<file path="config.mk">
export PLATFORM = sky130hd
export DESIGN_NAME = dcs_config_set
export DESIGN_NICKNAME = d
export VERILOG_FILES = /design/src/dcs_pkg.sv /design/src/dcs_config_set.sv /design/src/dcs_idle_timer.sv /design/src/dcs_wake_qual.sv
export SDC_FILE = /design/constraint.sdc
export NUM_CORES = 1
export LEC_CHECK = 0
export BUFFER_PORTS_ARGS = -buffer_cell sky130_fd_sc_hd__buf_2
export CORE_ASPECT_RATIO = 0.8
export CORE_MARGIN = 5
export CORE_UTILIZATION = 35
export CTS_CLUSTER_DIAMETER = 60
export CTS_CLUSTER_SIZE = 14
export DETAILED_ROUTE_END_ITERATION = 8
export PLACE_DENSITY = 0.67
export RECOVER_POWER = 50
export SYNTH_ARGS = -nofsm -noshare
export SYNTH_HDL_FRONTEND = slang
export SYNTH_SLANG_ARGS = --single-unit
export TNS_END_PERCENT = 5
</file>
<file path="constraint.sdc">
create_clock -name clk -period 5.5 [get_ports clk]
set_input_delay 0.275 -clock clk [delete_from_list [all_inputs] [get_ports clk]]
set_output_delay 0.275 -clock clk [all_outputs]
set_load 0.005 [all_outputs]
</file>
<file path="src/dcs_pkg.sv">
/*
  Shared types and constants for the device option configuration set:
  option encodings, the option record, its built-in defaults, timing counts
  and the state records of the configuration set, the wake qualifier and the idle timer.
  Assumes a 40 MHz system clock; every timing count is derived from it here.
*/
package dcs_pkg;

  // system clock rate
  localparam int unsigned CLK_HZ = 40_000_000;
  localparam int unsigned MS_PER_S = 1000;

  // level-width choices, in milliseconds as printed
  localparam int unsigned LW_SHORT_MS = 1;
  localparam int unsigned LW_MID_MS = 5;
  localparam int unsigned LW_LONG_MS = 30;
  localparam int unsigned LW_SHORT_CYC = LW_SHORT_MS * (CLK_HZ / MS_PER_S);
  localparam int unsigned LW_MID_CYC = LW_MID_MS * (CLK_HZ / MS_PER_S);
  localparam int unsigned LW_LONG_CYC = LW_LONG_MS * (CLK_HZ / MS_PER_S);

  // idle time before the clock is slowed, in seconds as printed
  localparam int unsigned IDLE_S = 5;
  localparam int unsigned IDLE_CYC = IDLE_S * CLK_HZ;
  // rate the clock unit drops to while slowed; the clock unit owns the divider
  localparam int unsigned SLOW_CLK_KHZ = 30;

  // number of general-purpose pins under option control
  localparam int unsigned NUM_PINS = 6;
  localparam logic [5:0] PINS_ALL = 6'h3f;
  localparam logic [5:0] PINS_NONE = 6'h00;
  localparam logic [6:0] HID_ADDR_NONE = 7'h00;
  localparam logic [15:0] DESC_ADDR_ZERO = 16'h0000;
  localparam logic [31:0] COUNT_ZERO = 32'h0000_0000;
  localparam logic [31:0] COUNT_ONE = 32'h0000_0001;

  typedef enum logic [1:0] {
    TRIG_RISE = 2'h0,
    TRIG_FALL = 2'h1,
    TRIG_HIGH = 2'h2,
    TRIG_LOW = 2'h3
  } dcs_trig_t;

  // code 3 is unused and falls back to the longest width
  typedef enum logic [1:0] {
    LW_1MS = 2'h0,
    LW_5MS = 2'h1,
    LW_30MS = 2'h2
  } dcs_lw_t;

  typedef enum logic [1:0] {
    SUSP_KEEP = 2'h0,
    SUSP_TRISTATE = 2'h1,
    SUSP_DRIVE_LOW = 2'h2,
    SUSP_DRIVE_HIGH = 2'h3
  } dcs_susp_t;

  typedef enum logic {
    SUB_NONE = 1'h0,
    SUB_BOOT = 1'h1
  } dcs_sub_t;

  typedef enum logic [1:0] {
    PROTO_NONE = 2'h0,
    PROTO_KEYBOARD = 2'h1,
    PROTO_MOUSE = 2'h2
  } dcs_proto_t;

  // the option record as held by the configuration memory
  typedef struct packed {
    logic pull_en;
    logic chg_disable;
    logic chg_active_low;
    dcs_trig_t wake_trig;
    dcs_lw_t level_width;
    logic power_save_en;
    dcs_susp_t suspend_mode;
    logic [6:0] hid_addr;
    logic [15:0] hid_desc_addr;
    dcs_trig_t hid_irq_trig;
    logic hid_idle_sup;
    logic hid_proto_sup;
    logic hid_power_sup;
    dcs_sub_t hid_subclass;
    dcs_proto_t hid_protocol;
  } dcs_cfg_t;

  localparam dcs_cfg_t CFG_DEFAULT = '{
    pull_en: 1'b0,
    chg_disable: 1'b0,
    chg_active_low: 1'b0,
    wake_trig: TRIG_HIGH,
    level_width: LW_30MS,
    power_save_en: 1'b1,
    suspend_mode: SUSP_KEEP,
    hid_addr: HID_ADDR_NONE,
    hid_desc_addr: DESC_ADDR_ZERO,
    hid_irq_trig: TRIG_RISE,
    hid_idle_sup: 1'b0,
    hid_proto_sup: 1'b0,
    hid_power_sup: 1'b0,
    hid_subclass: SUB_NONE,
    hid_protocol: PROTO_NONE
  };

  // loader states, one-hot
  typedef enum logic [1:0] {
    ST_BOOT = 2'b01,
    ST_READY = 2'b10
  } dcs_load_st_t;

  typedef struct packed {
    dcs_load_st_t state;
    dcs_cfg_t cfg;
    logic ready;
    logic chg_out;
    logic [5:0] pin_out;
    logic [5:0] pin_oe;
    logic [5:0] pull_en;
    logic hid_present;
    logic fetch_valid;
    logic [15:0] fetch_addr;
  } dcs_top_st_t;

  typedef struct packed {
    logic prev;
    logic [31:0] count;
    logic fired;
    logic irq;
  } dcs_wake_st_t;

  typedef struct packed {
    logic [31:0] count;
    logic slow;
  } dcs_idle_st_t;

endpackage : dcs_pkg

</file>
<file path="src/dcs_config_set.sv">
/*
  Device option configuration set: loads the option record from an external
  configuration memory or falls back to built-in defaults, then applies the
  options to pull control, the charger-detect output, the wake input, idle
  power saving, pin states during USB suspend and the bridged HID target.
  Assumes all inputs are synchronous to clk and that the memory reader
  reports presence before or with its single load strobe.
*/
`timescale 1ns/1ps

// Functional notes
// - stored memory options override built-in defaults
// - six-pin weak pull option, default off
// - charger-detect indication can be disabled, default on
// - charger-detect polarity selectable, default active high
// - wake trigger rise/fall/high/low, default high
// - level trigger needs 1/5/30 ms, default 30
// - idle 5 s slows clock to 30 kHz
// - suspend pins keep, float, drive low or high
// - HID target address, zero means none present
// - descriptor start address, default zero, used fetching
// - target interrupt trigger selectable, default rising edge
// - HID subclass none or boot, default none
// - HID protocol none, keyboard or mouse
module dcs_config_set #(
  parameter int unsigned W_SHORT = dcs_pkg::LW_SHORT_CYC,
  parameter int unsigned W_MID = dcs_pkg::LW_MID_CYC,
  parameter int unsigned W_LONG = dcs_pkg::LW_LONG_CYC,
  parameter int unsigned IDLE = dcs_pkg::IDLE_CYC
) (
  input wire logic clk,
  input wire logic reset,
  // configuration memory side
  input wire logic cfg_present,
  input wire logic cfg_load,
  input dcs_pkg::dcs_cfg_t cfg_data,
  output logic cfg_ready,
  output dcs_pkg::dcs_cfg_t active_cfg,
  // charger detection
  input wire logic charger_detected,
  output logic charger_detect_out,
  // wake input
  input wire logic interrupt_wake_function,
  input wire logic wake_irq_pin,
  output logic wake_irq,
  // idle power saving
  input wire logic activity,
  output logic slow_clock_sel,
  // general-purpose pins, general_pin_zero at bit 0 up to general_pin_five
  input wire logic usb_suspend,
  input wire logic [5:0] func_pin_out,
  input wire logic [5:0] func_pin_oe,
  output logic [5:0] pin_out,
  output logic [5:0] pin_oe,
  output logic [5:0] pull_en,
  // HID-over-I2C target
  output logic hid_target_present,
  input wire logic desc_fetch_req,
  output logic desc_fetch_valid,
  output logic [15:0] desc_fetch_addr
);
  import dcs_pkg::*;

  dcs_top_st_t st;
  dcs_top_st_t next_st;

  // loader: defaults hold until the memory answers, then the record is frozen
  always_comb begin
    next_st = st;
    next_st.fetch_valid = 1'b0;
    unique case (st.state)
      ST_BOOT: begin
        if (cfg_present && cfg_load) begin
          next_st.cfg = cfg_data;
          next_st.state = ST_READY;
          next_st.ready = 1'b1;
        end else if (!cfg_present) begin
          // no memory fitted: run on the built-in record
          next_st.cfg = CFG_DEFAULT;
          next_st.state = ST_READY;
          next_st.ready = 1'b1;
        end
      end
      ST_READY: begin
        // later strobes are ignored; options are power-on values only
        next_st.state = ST_READY;
      end
      default: begin
        next_st.state = ST_BOOT;
        next_st.ready = 1'b0;
      end
    endcase

    // charger indication: disabled holds the inactive level
    if (st.cfg.chg_disable) begin
      next_st.chg_out = st.cfg.chg_active_low;
    end else begin
      next_st.chg_out = charger_detected ^ st.cfg.chg_active_low;
    end

    // weak pull applies to all six pins together
    next_st.pull_en = st.cfg.pull_en ? PINS_ALL : PINS_NONE;

    // suspend overrides the pin function only while suspend is asserted
    if (!usb_suspend) begin
      next_st.pin_out = func_pin_out;
      next_st.pin_oe = func_pin_oe;
    end else begin
      unique case (st.cfg.suspend_mode)
        SUSP_KEEP: begin
          next_st.pin_out = func_pin_out;
          next_st.pin_oe = func_pin_oe;
        end
        SUSP_TRISTATE: begin
          next_st.pin_out = PINS_NONE;
          next_st.pin_oe = PINS_NONE;
        end
        SUSP_DRIVE_LOW: begin
          next_st.pin_out = PINS_NONE;
          next_st.pin_oe = PINS_ALL;
        end
        SUSP_DRIVE_HIGH: begin
          next_st.pin_out = PINS_ALL;
          next_st.pin_oe = PINS_ALL;
        end
      endcase
    end

    // HID target: zero address means nothing is attached
    next_st.hid_present = (st.cfg.hid_addr != HID_ADDR_NONE);
    // descriptor fetches go out only to a present target
    if (desc_fetch_req && st.hid_present) begin
      next_st.fetch_valid = 1'b1;
      next_st.fetch_addr = st.cfg.hid_desc_addr;
    end
  end

  // reset loads defaults so consumers see sane options before loading ends
  always_ff @(posedge clk) begin
    if (reset) begin
      st <= '{
        state: ST_BOOT,
        cfg: CFG_DEFAULT,
        ready: 1'b0,
        chg_out: 1'b0,
        pin_out: PINS_NONE,
        pin_oe: PINS_NONE,
        pull_en: PINS_NONE,
        hid_present: 1'b0,
        fetch_valid: 1'b0,
        fetch_addr: DESC_ADDR_ZERO
      };
    end else begin
      st <= next_st;
    end
  end

  // wake input qualification, only while the pin carries the wake function
  dcs_wake_qual #(
    .W_SHORT(W_SHORT),
    .W_MID(W_MID),
    .W_LONG(W_LONG)
  ) u_wake (
    .clk(clk),
    .reset(reset),
    .enable(interrupt_wake_function),
    .pin(wake_irq_pin),
    .trig(st.cfg.wake_trig),
    .width(st.cfg.level_width),
    .irq(wake_irq)
  );

  // idle timer gated by the power saving option
  dcs_idle_timer #(
    .IDLE(IDLE)
  ) u_idle (
    .clk(clk),
    .reset(reset),
    .enable(st.cfg.power_save_en),
    .activity(activity),
    .slow_sel(slow_clock_sel)
  );

  // all outputs but wake_irq and slow_clock_sel come from the state register
  assign cfg_ready = st.ready;
  assign active_cfg = st.cfg;
  assign charger_detect_out = st.chg_out;
  assign pin_out = st.pin_out;
  assign pin_oe = st.pin_oe;
  assign pull_en = st.pull_en;
  assign hid_target_present = st.hid_present;
  assign desc_fetch_valid = st.fetch_valid;
  assign desc_fetch_addr = st.fetch_addr;

  mem_override_a: assert property (@(posedge clk) disable iff (reset)
    (st.state == ST_BOOT && cfg_present && cfg_load) |=>
      (active_cfg == $past(cfg_data) && cfg_ready))
    else $error("memory options not taken");

  default_cfg_a: assert property (@(posedge clk) disable iff (reset)
    (st.state == ST_BOOT && !cfg_present) |=> (active_cfg == CFG_DEFAULT ##1 cfg_ready))
    else $error("defaults not used without memory");

  pull_follow_a: assert property (@(posedge clk) disable iff (reset)
    ##1 (pull_en == ($past(st.cfg.pull_en) ? PINS_ALL : PINS_NONE)))
    else $error("pull enables do not follow the option");

  chg_disable_a: assert property (@(posedge clk) disable iff (reset)
    st.cfg.chg_disable |=> (charger_detect_out == $past(st.cfg.chg_active_low)))
    else $error("disabled charger indication not inactive");

  chg_polarity_a: assert property (@(posedge clk) disable iff (reset)
    !st.cfg.chg_disable |=>
      (charger_detect_out == ($past(charger_detected) ^ $past(st.cfg.chg_active_low))))
    else $error("charger indication has wrong polarity");

  susp_drive_a: assert property (@(posedge clk) disable iff (reset)
    (usb_suspend && st.cfg.suspend_mode == SUSP_DRIVE_LOW) |=>
      (pin_oe == PINS_ALL && pin_out == PINS_NONE))
    else $error("pins not driven low in suspend");

  susp_float_a: assert property (@(posedge clk) disable iff (reset)
    (usb_suspend && st.cfg.suspend_mode == SUSP_TRISTATE) |=> (pin_oe == PINS_NONE))
    else $error("pins still driven in tristate suspend");

  awake_pins_a: assert property (@(posedge clk) disable iff (reset)
    !usb_suspend |=> (pin_out == $past(func_pin_out) && pin_oe == $past(func_pin_oe)))
    else $error("pin function changed outside suspend");

  hid_none_a: assert property (@(posedge clk) disable iff (reset)
    (st.cfg.hid_addr == HID_ADDR_NONE) |=> !hid_target_present ##1 !desc_fetch_valid)
    else $error("target reported with zero address");

  desc_fetch_a: assert property (@(posedge clk) disable iff (reset)
    (desc_fetch_req && st.hid_present) |=>
      (desc_fetch_valid && desc_fetch_addr == $past(st.cfg.hid_desc_addr)))
    else $error("descriptor fetch address wrong");

  // frozen record, and the wait on defaults while a fitted memory is silent
  cfg_frozen_a: assert property (@(posedge clk) disable iff (reset)
    (st.state == ST_READY) |=> (active_cfg == $past(active_cfg) && cfg_ready))
    else $error("options changed after loading ended");

  load_wait_a: assert property (@(posedge clk) disable iff (reset)
    (st.state == ST_BOOT && cfg_present && !cfg_load) |=> !cfg_ready)
    else $error("loading ended without a load strobe");

  // the record held from reset, field by field against the default values
  pull_default_a: assert property (@(posedge clk) disable iff (reset)
    (st.state == ST_BOOT) |->
      (!active_cfg.pull_en && active_cfg.suspend_mode == SUSP_KEEP))
    else $error("wrong default for pulls or suspend pins");

  chg_default_a: assert property (@(posedge clk) disable iff (reset)
    (st.state == ST_BOOT) |->
      (!active_cfg.chg_disable && !active_cfg.chg_active_low))
    else $error("wrong default for charger indication");

  wake_default_a: assert property (@(posedge clk) disable iff (reset)
    (st.state == ST_BOOT) |->
      (active_cfg.wake_trig == TRIG_HIGH && active_cfg.level_width == LW_30MS))
    else $error("wrong default for wake trigger or width");

  save_default_a: assert property (@(posedge clk) disable iff (reset)
    (st.state == ST_BOOT) |->
      active_cfg.power_save_en)
    else $error("power saving not on by default");

  hid_default_a: assert property (@(posedge clk) disable iff (reset)
    (st.state == ST_BOOT) |->
      (active_cfg.hid_addr == HID_ADDR_NONE && active_cfg.hid_desc_addr == DESC_ADDR_ZERO))
    else $error("wrong default target addresses");

  hid_flags_a: assert property (@(posedge clk) disable iff (reset)
    (st.state == ST_BOOT) |-> (active_cfg.hid_irq_trig == TRIG_RISE &&
      !active_cfg.hid_idle_sup && !active_cfg.hid_proto_sup && !active_cfg.hid_power_sup))
    else $error("wrong default target trigger or flags");

  hid_class_a: assert property (@(posedge clk) disable iff (reset)
    (st.state == ST_BOOT) |->
      (active_cfg.hid_subclass == SUB_NONE && active_cfg.hid_protocol == PROTO_NONE))
    else $error("wrong default subclass or protocol");

  // remaining suspend cases, and the fetch port between accepted requests
  susp_high_a: assert property (@(posedge clk) disable iff (reset)
    (usb_suspend && st.cfg.suspend_mode == SUSP_DRIVE_HIGH) |=>
      (pin_oe == PINS_ALL && pin_out == PINS_ALL))
    else $error("pins not driven high in suspend");

  susp_keep_a: assert property (@(posedge clk) disable iff (reset)
    (usb_suspend && st.cfg.suspend_mode == SUSP_KEEP) |=>
      (pin_out == $past(func_pin_out) && pin_oe == $past(func_pin_oe)))
    else $error("pin function not kept in suspend");

  fetch_idle_a: assert property (@(posedge clk) disable iff (reset)
    !desc_fetch_req |=> !desc_fetch_valid)
    else $error("descriptor fetch without a request");

  fetch_hold_a: assert property (@(posedge clk) disable iff (reset)
    !(desc_fetch_req && st.hid_present) |=> (desc_fetch_addr == $past(desc_fetch_addr)))
    else $error("descriptor address moved without a fetch");

  hid_seen_a: assert property (@(posedge clk) disable iff (reset)
    (st.cfg.hid_addr != HID_ADDR_NONE) |=> hid_target_present)
    else $error("target with an address not reported");

endmodule : dcs_config_set

</file>
<file path="src/dcs_idle_timer.sv">
/*
  Idle timer for power saving: requests the slow system clock after a long
  stretch without activity and drops the request on any activity.
  Assumes activity is a synchronous level or pulse from the busy logic.
*/
`timescale 1ns/1ps
module dcs_idle_timer #(
  parameter int unsigned IDLE = dcs_pkg::IDLE_CYC
) (
  input wire logic clk,
  input wire logic reset,
  input wire logic enable,
  input wire logic activity,
  output logic slow_sel
);
  import dcs_pkg::*;

  localparam logic [31:0] IDLE_LAST = 32'(IDLE - 1);

  dcs_idle_st_t st;
  dcs_idle_st_t next_st;

  // activity wins over the timeout so the clock is never slowed while busy
  always_comb begin
    next_st = st;
    if (!enable || activity) begin
      next_st.count = COUNT_ZERO;
      next_st.slow = 1'b0;
    end else if (st.count == IDLE_LAST) begin
      next_st.slow = 1'b1;
    end else begin
      next_st.count = st.count + COUNT_ONE;
    end
  end

  always_ff @(posedge clk) begin
    if (reset) begin
      st <= '0;
    end else begin
      st <= next_st;
    end
  end

  assign slow_sel = st.slow;

  idle_wake_a: assert property (@(posedge clk) disable iff (reset)
    (activity || !enable) |=> !slow_sel)
    else $error("slow clock kept during activity or when disabled");

  idle_timeout_a: assert property (@(posedge clk) disable iff (reset)
    $rose(slow_sel) |-> $past(st.count) == IDLE_LAST)
    else $error("slow clock requested before the idle time");

endmodule : dcs_idle_timer

</file>
<file path="src/dcs_wake_qual.sv">
/*
  Wake/interrupt input qualifier: edge detection or level-width qualification
  of the wake pin, giving a one-cycle interrupt pulse.
  Assumes the pin is already synchronous to clk.
*/
`timescale 1ns/1ps
module dcs_wake_qual #(
  parameter int unsigned W_SHORT = dcs_pkg::LW_SHORT_CYC,
  parameter int unsigned W_MID = dcs_pkg::LW_MID_CYC,
  parameter int unsigned W_LONG = dcs_pkg::LW_LONG_CYC
) (
  input wire logic clk,
  input wire logic reset,
  input wire logic enable,
  input wire logic pin,
  input dcs_pkg::dcs_trig_t trig,
  input dcs_pkg::dcs_lw_t width,
  output logic irq
);
  import dcs_pkg::*;

  dcs_wake_st_t st;
  dcs_wake_st_t next_st;
  logic [31:0] limit;
  logic active;

  // width selection; the unused code behaves as the longest width
  always_comb begin
    unique case (width)
      LW_1MS: limit = W_SHORT;
      LW_5MS: limit = W_MID;
      default: limit = W_LONG;
    endcase
    active = (trig == TRIG_HIGH) ? pin : ~pin;
  end

  // edge modes fire on the transition; level modes count an unbroken run
  always_comb begin
    next_st = st;
    next_st.irq = 1'b0;
    next_st.prev = pin;
    if (!enable) begin
      next_st.count = COUNT_ZERO;
      next_st.fired = 1'b0;
    end else begin
      unique case (trig)
        TRIG_RISE: next_st.irq = pin & ~st.prev;
        TRIG_FALL: next_st.irq = ~pin & st.prev;
        TRIG_HIGH, TRIG_LOW: begin
          if (!active) begin
            next_st.count = COUNT_ZERO;
            next_st.fired = 1'b0;
          end else if (st.count == limit) begin
            // one pulse per active period, so a held level does not repeat
            next_st.irq = ~st.fired;
            next_st.fired = 1'b1;
          end else begin
            next_st.count = st.count + COUNT_ONE;
          end
        end
      endcase
    end
  end

  always_ff @(posedge clk) begin
    if (reset) begin
      st <= '0;
    end else begin
      st <= next_st;
    end
  end

  assign irq = st.irq;

  lvl_width_a: assert property (@(posedge clk) disable iff (reset)
    (irq && $past(enable) && $past(trig[1])) |-> $past(st.count) == $past(limit))
    else $error("level interrupt before the selected width");

  lvl_restart_a: assert property (@(posedge clk) disable iff (reset)
    (enable && trig[1] && !active) |=> (st.count == COUNT_ZERO && !irq))
    else $error("level timer not restarted on inactive input");

  rise_edge_a: assert property (@(posedge clk) disable iff (reset)
    (enable && trig == TRIG_RISE && pin && !st.prev) |=> irq)
    else $error("rising edge did not raise the interrupt");

endmodule : dcs_wake_qual

</file>
Yosys cells after proc, flatten, opt, wreduce, memory -nomap -nowiden
Cells that the tools add are included.

cells by class
  add/sub/neg operators = 2
  equality and inequality tests = 15
  multiplexer cells = 16
  bitwise gates (word level) = 8
  reductions and logical operators = 15

operator list
  operator                                                                  count
  44-bit two-way mux                                                        2
  32-bit by 1-bit adder with 32-bit output (second input constant)          2
  12-bit case mux with 4 select lines                                       1
  21-bit case mux with 2 select lines                                       1
  33-bit two-way mux                                                        1
  32-bit by 21-bit equality test with 1-bit output                          1
  32-bit by 28-bit equality test with 1-bit output (second input constant)  1
  32-bit two-way mux                                                        1
  17-bit two-way mux                                                        1
  12-bit two-way mux                                                        1
  2-bit equality test (second input constant)                               5
  2-bit by 1-bit equality test with 1-bit output (second input constant)    4
  2-bit AND reduction                                                       4
  7-bit nonzero test                                                        1
  2-bit zero test                                                           3
  6-bit two-way mux                                                         1
  2-bit OR reduction                                                        3
  1-bit inverter                                                            5
  2-bit inequality test (second input constant)                             2
  2-bit case mux with 2 select lines                                        1
  1-bit two-way mux                                                         3
  3-bit inequality test (second input constant)                             1
  1-bit case mux with 3 select lines                                        1
  1-bit bitwise AND                                                         2
  7 further kinds                                                           8

word-level totals
  register bits = 149
  input bits = 63
  output and inout port bits = 81
  word-level logic and storage cells = 86

Logic depth before layout (Yosys ltp)
Gate-level depths: netlist (run 1).

  depth in word-level cells = 6
  mapped depth = 9
  depth with buffers taken out = 8

Modules after synthesis
Synthesis (run 1) repeated with hierarchy kept, for this count alone.

unflattened totals
  cells, all modules = 726
  area total of the unflattened synthesis = 6547.5 um2

by module, submodules not included
  module          instances  cells each  area an instance (um2)  sequential area each (um2)
  dcs_config_set  1          313         3078.0                  1521.5
  dcs_wake_qual   1          213         1788.0                  700.7
  dcs_idle_timer  1          200         1681.6                  660.6

Least setup slack after synthesis (run 1)
OpenSTA, ideal clock, no wires.

  path kind = reg-to-reg
  start = reg st (netlist bit active_cfg[35])
  end = reg u_wake.st[27] in the netlist's numbering
  setup time = 0.132 ns
  arrival time = 1.835 ns
  data required time = 5.368 ns
  setup slack = 3.533 ns
  cell stages (with the launch flop) = 8
  path buffers = 1
  period minus slack after synthesis = 1.967 ns
  cells stage by stage = dfxtp_1 -> or4b_4 -> a2111oi_4 -> o2111ai_4 -> o21ai_2 -> buf_6 -> or3_1 -> a21oi_1

on the way
  longest elaborated chain between the ends = 5
  elaborated cells between the ends (all ways) = 6
  classes of those cells = eq/ne: 3; mux: 1; reduce/logical: 2

ends and longest elaborated chain
  item                                                                                      RTL line               source
  start, declared                                                                           dcs_config_set.sv:64   dcs_top_st_t st;
  start signal, assigned                                                                    dcs_config_set.sv:141  st <= '{
  start signal, assigned                                                                    dcs_config_set.sv:154  st <= next_st;
  2-bit by 1-bit equality test with 1-bit output / 2-bit zero test (equally long branches)  dcs_wake_qual.sv:29    unique case (width)
  21-bit case mux with 2 select lines *                                                     dcs_wake_qual.sv:29
  32-bit by 21-bit equality test with 1-bit output *                                        dcs_wake_qual.sv:53    end else if (st.count == limit) begin
  2-bit inequality test (no source line) *                                                  --
  2-bit AND reduction (no source line) *                                                    --
  end signal, assigned                                                                      dcs_wake_qual.sv:69    st <= next_st;
  end, declared                                                                             dcs_wake_qual.sv:22    dcs_wake_st_t st;

Every way passes the cells marked *; elsewhere a longest branch is shown, timed or not.
A chain may end at the register's enable or synchronous reset.

Worst setup path after layout (run 1)
  start = in reset
  end = reg u_wake.st[32] in the netlist's numbering

on the way
  longest elaborated chain between the ends = 1

ends and longest elaborated chain
  item                                 RTL line              source
  start, declared                      dcs_config_set.sv:32  input wire logic reset,
  2-bit OR reduction (no source line)  --

Every way passes these cells.

==> impl_metrics.env, run 1 <==
export IMPL_status="finished, violations left"
export IMPL_violations="capacitance limit, slew limit"
export IMPL_grt_pass1_wl_um=23900
export IMPL_fp_dieH_um=131
export IMPL_wl_per_cell_um=14.3
export IMPL_track_usage_pct=14.2
export IMPL_synth_compound_area_share_pct=14.3
export IMPL_antenna_found_initial=1
export IMPL_synth_seq_cells=144
export IMPL_clk_pin_slew_ns=0.06
export IMPL_ys_warn_count=0
export IMPL_cp_max_fo=58
export IMPL_ys_types=53
export IMPL_layout_setup_ws_ns=2.29
export IMPL_dieArea_um2=21100
export IMPL_overflow=0
export IMPL_grt_use_met2_pct=21.6
export IMPL_place_ws_ns=2.82
export IMPL_crit_family="buffers and inverters"
export IMPL_fin_skew_ns=0.00721
export IMPL_synthAdderAreaFrac_pct=0.978
export IMPL_gp_congestion=0.801
export IMPL_worst_ep_required_time_ns=5.76
export IMPL_hold_class="input pin to register"
export IMPL_clkLatencyLatePin_ns=0.42
export IMPL_gr_usage_met1_pct=18.6
export IMPL_fin_crit_sh_pct=58.4
export IMPL_rsz0062_at_grt="false"
export IMPL_worstSetupPathType="input pin to register"
export IMPL_routed_via_density=4.91
export IMPL_synth_mux_area_share_pct=0.469
export IMPL_cts_made_buffers=17
export IMPL_powerDensity_nw_per_um2=358
export IMPL_port_buffers=143
export IMPL_synthXorXnorAreaFrac_pct=5.73
export IMPL_fp_dieW_um=161
export IMPL_synth_edf_count=0
export IMPL_firstDrtPassIters=5
export IMPL_fin_nets=860
export IMPL_setup_viol=0
export IMPL_wl_um=14800
export IMPL_post_cts_resized=0
export IMPL_area_growth_syn_to_layout_pct=13.6
export IMPL_cts_max_level=4
export IMPL_clock_sinks=144
export IMPL_antenna_cells=0
export IMPL_detailed_place_hpwl_um=10500
export IMPL_ctsHoldBuffers=0
export IMPL_first_global_vias=4801
export IMPL_arrival_ns=3.48
export IMPL_p_leak_nw=2.68
export IMPL_cpMaxStageDelayCell="clkbuf_1"
export IMPL_synth_top_family_by_area="simple AND/OR/NAND/NOR gates"
export IMPL_post_route_cells_drive_above_1_share_pct=16.3
export IMPL_layout_common_cells="144 x dfxtp_1, 83 x nor2_1, 82 x buf_2"
export IMPL_relSlewSlack_pct=-71.5
export IMPL_path_buf_inv=2
export IMPL_io_pins=144
export IMPL_cts_tree="built"
export IMPL_fin_crit_ns=3.21
export IMPL_postLayoutCellArea_um2=7270
export IMPL_post_cts_setup_buffers=0
export IMPL_yosysSeqAreaShare_pct=45.0
export IMPL_layout_commonest_cell="dfxtp_1"
export IMPL_synthArstFlopShare_pct=0
export IMPL_drt_iter0_markers=293
export IMPL_synth_simple_area_share_pct=21.7
export IMPL_cts_path_max_buffers=2
export IMPL_fmax_mhz=311
export IMPL_ir_drop_uv=286
export IMPL_crit_path_max_incr_delay_ns=1.80
export IMPL_start_util_pct=35.4
export IMPL_cp_start_kind="input pin"
export IMPL_fin_setup_tns_ns=0
export IMPL_crit_path_cell_trace="buf_2 -> clkbuf_1 -> nand2b_1 -> a21o_1 -> nor2_1"
export IMPL_hold_viol_final=0
export IMPL_top_usage_layer="met2"
export IMPL_synthFlopType="dfxtp_1"
export IMPL_grt_util_met3_pct=5.74
export IMPL_critPathCaptureType="register"
export IMPL_core_um2=18100
export IMPL_drv_cap=1
export IMPL_worst_pin_slew_ns=2.57
export IMPL_fin_total_pwr_w=0.00261
export IMPL_place_area_um2=6740
export IMPL_via_count=5078
export IMPL_grt_start_max_net_pins=59
export IMPL_drc=0
export IMPL_syn_area_per_cell_um2=8.73
export IMPL_antenna_left=0
export IMPL_maxSlewViolCount=59
export IMPL_root_buffer="clkbuf_16"
export IMPL_rows=44
export IMPL_synth_nets=801
export IMPL_netlist_area_um2=6400
export IMPL_synthCells=733
[stage by stage]
| step | utilization (%) | instances | hold WS [ns] |
|---|---|---|---|
| floorplan | - | 733 | 0.403 |
| global placement | 37.3 | 1003 | 0.438 |
| detailed placement | 37.3 | 1003 | 0.446 |
| global route | 40.3 | 1035 | 0.0441 |
| finish | 40.3 | 1035 | 0.0702 |
| CTS | 40.7 | 1035 | 0.0499 |
[cell type report]
cell class | instances | area, um2
fillers | 1854 | 10800
flip-flops and latches | 144 | 2880
multi-input cells | 467 | 2770
repair buffers | 145 | 651
clock buffers | 20 | 457
well taps | 230 | 288
clock inverters | 12 | 158
inverters | 17 | 63.8
[metal layers]
metal | vias up | share of wire [%]
met5 | - | 0.047
met4 | 2 | 0.90
met3 | 13 | 7.0
met2 | 124 | 44
met1 | 2366 | 48
li1 | 2573 | -
[Yosys cell counts, types with 2 or more instances]
cell,n,area [um2]
dfxtp_1,144,2880
o22ai_1,3,18.8
nand3_1,21,105
nor3_1,8,40.0
ha_1,5,62.6
clkbuf_1,24,90.1
nor4_1,9,56.3
a22oi_1,17,128
o31ai_1,2,15.0
nor2_1,84,315
o211ai_1,2,15.0
or3_2,3,22.5
a22o_1,22,193
nand3b_1,3,22.5
and2_1,6,37.5
buf_4,76,571
nand2b_1,8,50.1
o21ai_1,10,50.1
xnor2_1,18,158
inv_1,17,63.8
mux2i_1,3,30.0
xor2_1,22,193
nand4_1,14,87.6
buf_2,2,10.0
a21oi_1,56,280
o21ai_0,13,65.1
and3_1,8,50.1
or3_1,19,119
nand2_1,75,282
and4_1,6,52.6
o211ai_4,2,42.5
nor3b_1,6,45.0
nor2b_1,5,31.3
[flip-flops by register name (all words and copies together) (netlist names)]
signal and count:
active_cfg 41, cfg_ready 1, charger_detect_out 1, desc_fetch_addr 16
desc_fetch_valid 1, hid_target_present 1, pin_oe 6, pin_out 6
pull_en 1, st 2, u_idle.slow_sel 1, u_idle.st 32
u_wake.irq 1, u_wake.st 34
[worst reg2reg max path, delay by kind of cell (launching register included)]
kind / cells / cell delay, ns
compound gates: 1 / 0.91
flops: 1 / 0.79
xor+xnor: 1 / 0.53
simple gates: 2 / 0.31
[kinds of logic after synthesis]
| family | count (synthesis) |
|---|---|
| AOI/OAI and AO/OA | 135 |
| xor gates and xnor gates | 41 |
| adders and majority gates | 5 |
| buffers and inverters | 122 |
| DFF | 144 |
| muxes | 3 |
| and+or+nand+nor | 283 |
[worst paths after layout]
path                                         from                               to  slack (ns)  cells after the start
setup / recovery                            reset       u_wake.st[32]$_SDFFE_PP0P_        2.29                      5
hold / removal                       cfg_data[30]      active_cfg[30]$_SDFFE_PP0P_        0.07                      2
setup reg to reg      active_cfg[37]$_SDFFE_PP1P_       u_wake.st[32]$_SDFFE_PP0P_        2.81                      4
hold reg to reg   desc_fetch_addr[4]$_SDFFE_PP0P_  desc_fetch_addr[4]$_SDFFE_PP0P_        0.46                      2
[report_power, final]
group          switching [W]  total (W)  internal, W  leakage (nW)
clock network       0.000446    0.00119     0.000740         0.293
registers          0.0000433    0.00114      0.00110          1.17
logic               0.000175   0.000279     0.000104          1.22
Note: power is estimated with default switching activity, not from simulation.
==> run 2, diff against run 1 <==
==> constraint.sdc (replaced) <==
create_clock -name clk -period 3.07 [get_ports clk]
set_input_delay 0.1535 -clock clk [delete_from_list [all_inputs] [get_ports clk]]
set_output_delay 0.1535 -clock clk [all_outputs]
set_load 0.005 [all_outputs]
==> run 2 against run 1 <==
Compared with the run above: the run still ends with capacitance limit, slew limit left; via count increased by 4.0%; register-to-register slack got worse by 2.0 ns; worst setup slack lost 1.6 ns; global-route usage rose by 0.59 points; critical path depth down 1; die area is the same; sequential share of layout area fell by 2.5 points; critical endpoint is now active_cfg[40]$_SDFFE_PP0P_; largest cell class unchanged; largest power group is now registers.
==> impl_metrics.env, run 2 (same netlist as run 1, synthesis figures left out) <==
export IMPL_status="finished, violations left"
export IMPL_violations="capacitance limit, slew limit"
export IMPL_port_buffers=143
export IMPL_worst_pin_slew_ns=1.71
export IMPL_fin_total_pwr_w=0.00458
export IMPL_wl_per_cell_um=14.3
export IMPL_fmax_mhz=428
export IMPL_cts_tree="built"
export IMPL_layout_commonest_cell="dfxtp_1"
export IMPL_routed_via_density=4.83
export IMPL_drt_iter0_markers=313
export IMPL_overflow=0
export IMPL_clock_sinks=144
export IMPL_fp_dieW_um=161
export IMPL_fin_skew_ns=0.0113
export IMPL_crit_path_max_incr_delay_ns=1.30
export IMPL_grt_pass1_wl_um=25200
export IMPL_layout_common_cells="144 x dfxtp_1, 83 x nor2_1, 78 x buf_2"
export IMPL_track_usage_pct=14.7
export IMPL_rsz0062_at_grt="false"
export IMPL_largest_reg_flops=41
export IMPL_rows=44
export IMPL_clkLatencyLatePin_ns=0.42
export IMPL_gp_congestion=0.816
export IMPL_p_comb_share_pct=12.6
export IMPL_hold_class="input pin to register"
export IMPL_firstDrtPassIters=4
export IMPL_hold_viol_final=0
export IMPL_relSlewSlack_pct=-14.1
export IMPL_post_cts_setup_buffers=0
export IMPL_antenna_left=0
export IMPL_post_route_cells_drive_above_1_share_pct=15.4
export IMPL_power_internal_w=0.00328
export IMPL_maxSlewViolCount=40
export IMPL_fp_dieH_um=131
export IMPL_cts_made_buffers=17
export IMPL_core_um2=18100
export IMPL_ctsHoldBuffers=51
export IMPL_io_pins=144
export IMPL_cts_path_max_buffers=2
export IMPL_fin_crit_ns=2.33
export IMPL_first_global_vias=5064
export IMPL_detailed_place_hpwl_um=10400
export IMPL_setup_viol=0
export IMPL_ir_drop_uv=358
export IMPL_arrival_ns=2.64
export IMPL_clkPwrFrac_pct=42.9
export IMPL_area_growth_syn_to_layout_pct=21.3
export IMPL_post_cts_resized=0
export IMPL_drc=0
export IMPL_utilization_pct=43.0
export IMPL_cp_max_fo=39
export IMPL_dieArea_um2=21100
export IMPL_root_buffer="clkbuf_16"
export IMPL_worst_ep_required_time_ns=3.38
export IMPL_clk_pin_slew_ns=0.07
export IMPL_fin_setup_tns_ns=0
export IMPL_cp_start_kind="input pin"
export IMPL_seqPwrFrac_pct=44.5
export IMPL_cpMaxStageDelayCell="clkbuf_1"
export IMPL_drv_cap=1
export IMPL_fillers=1786
export IMPL_critPathMostFrequentCell="clkbuf_1"
export IMPL_start_util_pct=35.4
export IMPL_via_count=5279
export IMPL_switchingPower_w=0.00129
export IMPL_worstSetupPathType="input pin to register"
export IMPL_powerDensity_nw_per_um2=589
export IMPL_antenna_found_initial=0
export IMPL_grt_start_max_net_pins=40
export IMPL_hold_ws_ns=0.0145
export IMPL_wl_um=15700
export IMPL_fin_nets=917
export IMPL_p_leak_nw=2.88
export IMPL_fin_crit_sh_pct=76.0
export IMPL_cts_max_level=4
export IMPL_antenna_cells=0
export IMPL_critPathCaptureType="register"
export IMPL_crit_path_cell_trace="clkbuf_1 -> clkbuf_1 -> nor2b_1 -> a22o_1"
export IMPL_swShare_pct=28.2
## run 2: cell types whose count changed in the layout (fill, tap and decap cells not counted), moves of 3 or more
cell	previous run	this run
dlygate4sd3_1	0	51
buf_4	1	6
buf_2	82	78
clkbuf_1	63	67
bufinv_16	3	0
inv_8	0	3
## run 2: power groups by stage
stage	combinational [W]	sequential, W	clock, W
after floorplan	0.000413	0.00206	0
after global placement	0.000541	0.00207	0
after detailed placement	0.000545	0.00207	0
after CTS	0.000597	0.00203	0.00201
after global routing	0.000638	0.00205	0.00208
final	0.000574	0.00204	0.00196
## run 2: final timing paths
check / start / to / slack [ns] / cells after the start
worst max-delay path: reset / active_cfg[40]$_SDFFE_PP0P_ / 0.74 / 4
worst min register to register: desc_fetch_addr[6]$_SDFFE_PP0P_ / desc_fetch_addr[6]$_SDFFE_PP0P_ / 0.46 / 2
worst min-delay path: cfg_data[37] / active_cfg[37]$_SDFFE_PP1P_ / 0.01 / 3
worst max register to register: active_cfg[35]$_SDFFE_PP1P_ / u_wake.st[27]$_SDFFE_PP0P_ / 0.77 / 6
## run 2: per-stage QoR
stage,std cells,worst slack [ns],cell area [um2]
final,1092,0.736,7760
after global routing,1092,0.491,7760
after CTS,1092,0.788,7850
after detailed placement,1009,0.810,6780
after global placement,1009,0.871,6780
after floorplan,733,1.10,6400
## run 2: area by class of cell
type	count	area [um2]	area share, %
multi-input cells	467	2770	35.7
inverters	17	63.8	0.822
repair buffers	202	1200	15.4
clock buffers	18	439	5.66
clock inverters	14	123	1.58
flip-flops and latches	144	2880	37.1
well taps	230	288	3.71
## run 2: per-layer routing
| metal | global-route usage, % | routed length [um] | vias to the layer above |
|---|---|---|---|
| li1 | - | - | 2685 |
| met4 | 4.71 | 299 | 0 |
| met1 | 19.1 | 7360 | 2434 |
| met5 | 0 | 0 | - |
| met3 | 5.33 | 1050 | 19 |
| met2 | 23.2 | 6940 | 141 |
## run 2: worst max-delay path: cells and delay by family
kind / cells / cell delay, ns
AOI/OAI and AO/OA: 1 / 0.24
buffers and inverters: 2 / 2.06
and+or+nand+nor: 1 / 0.15
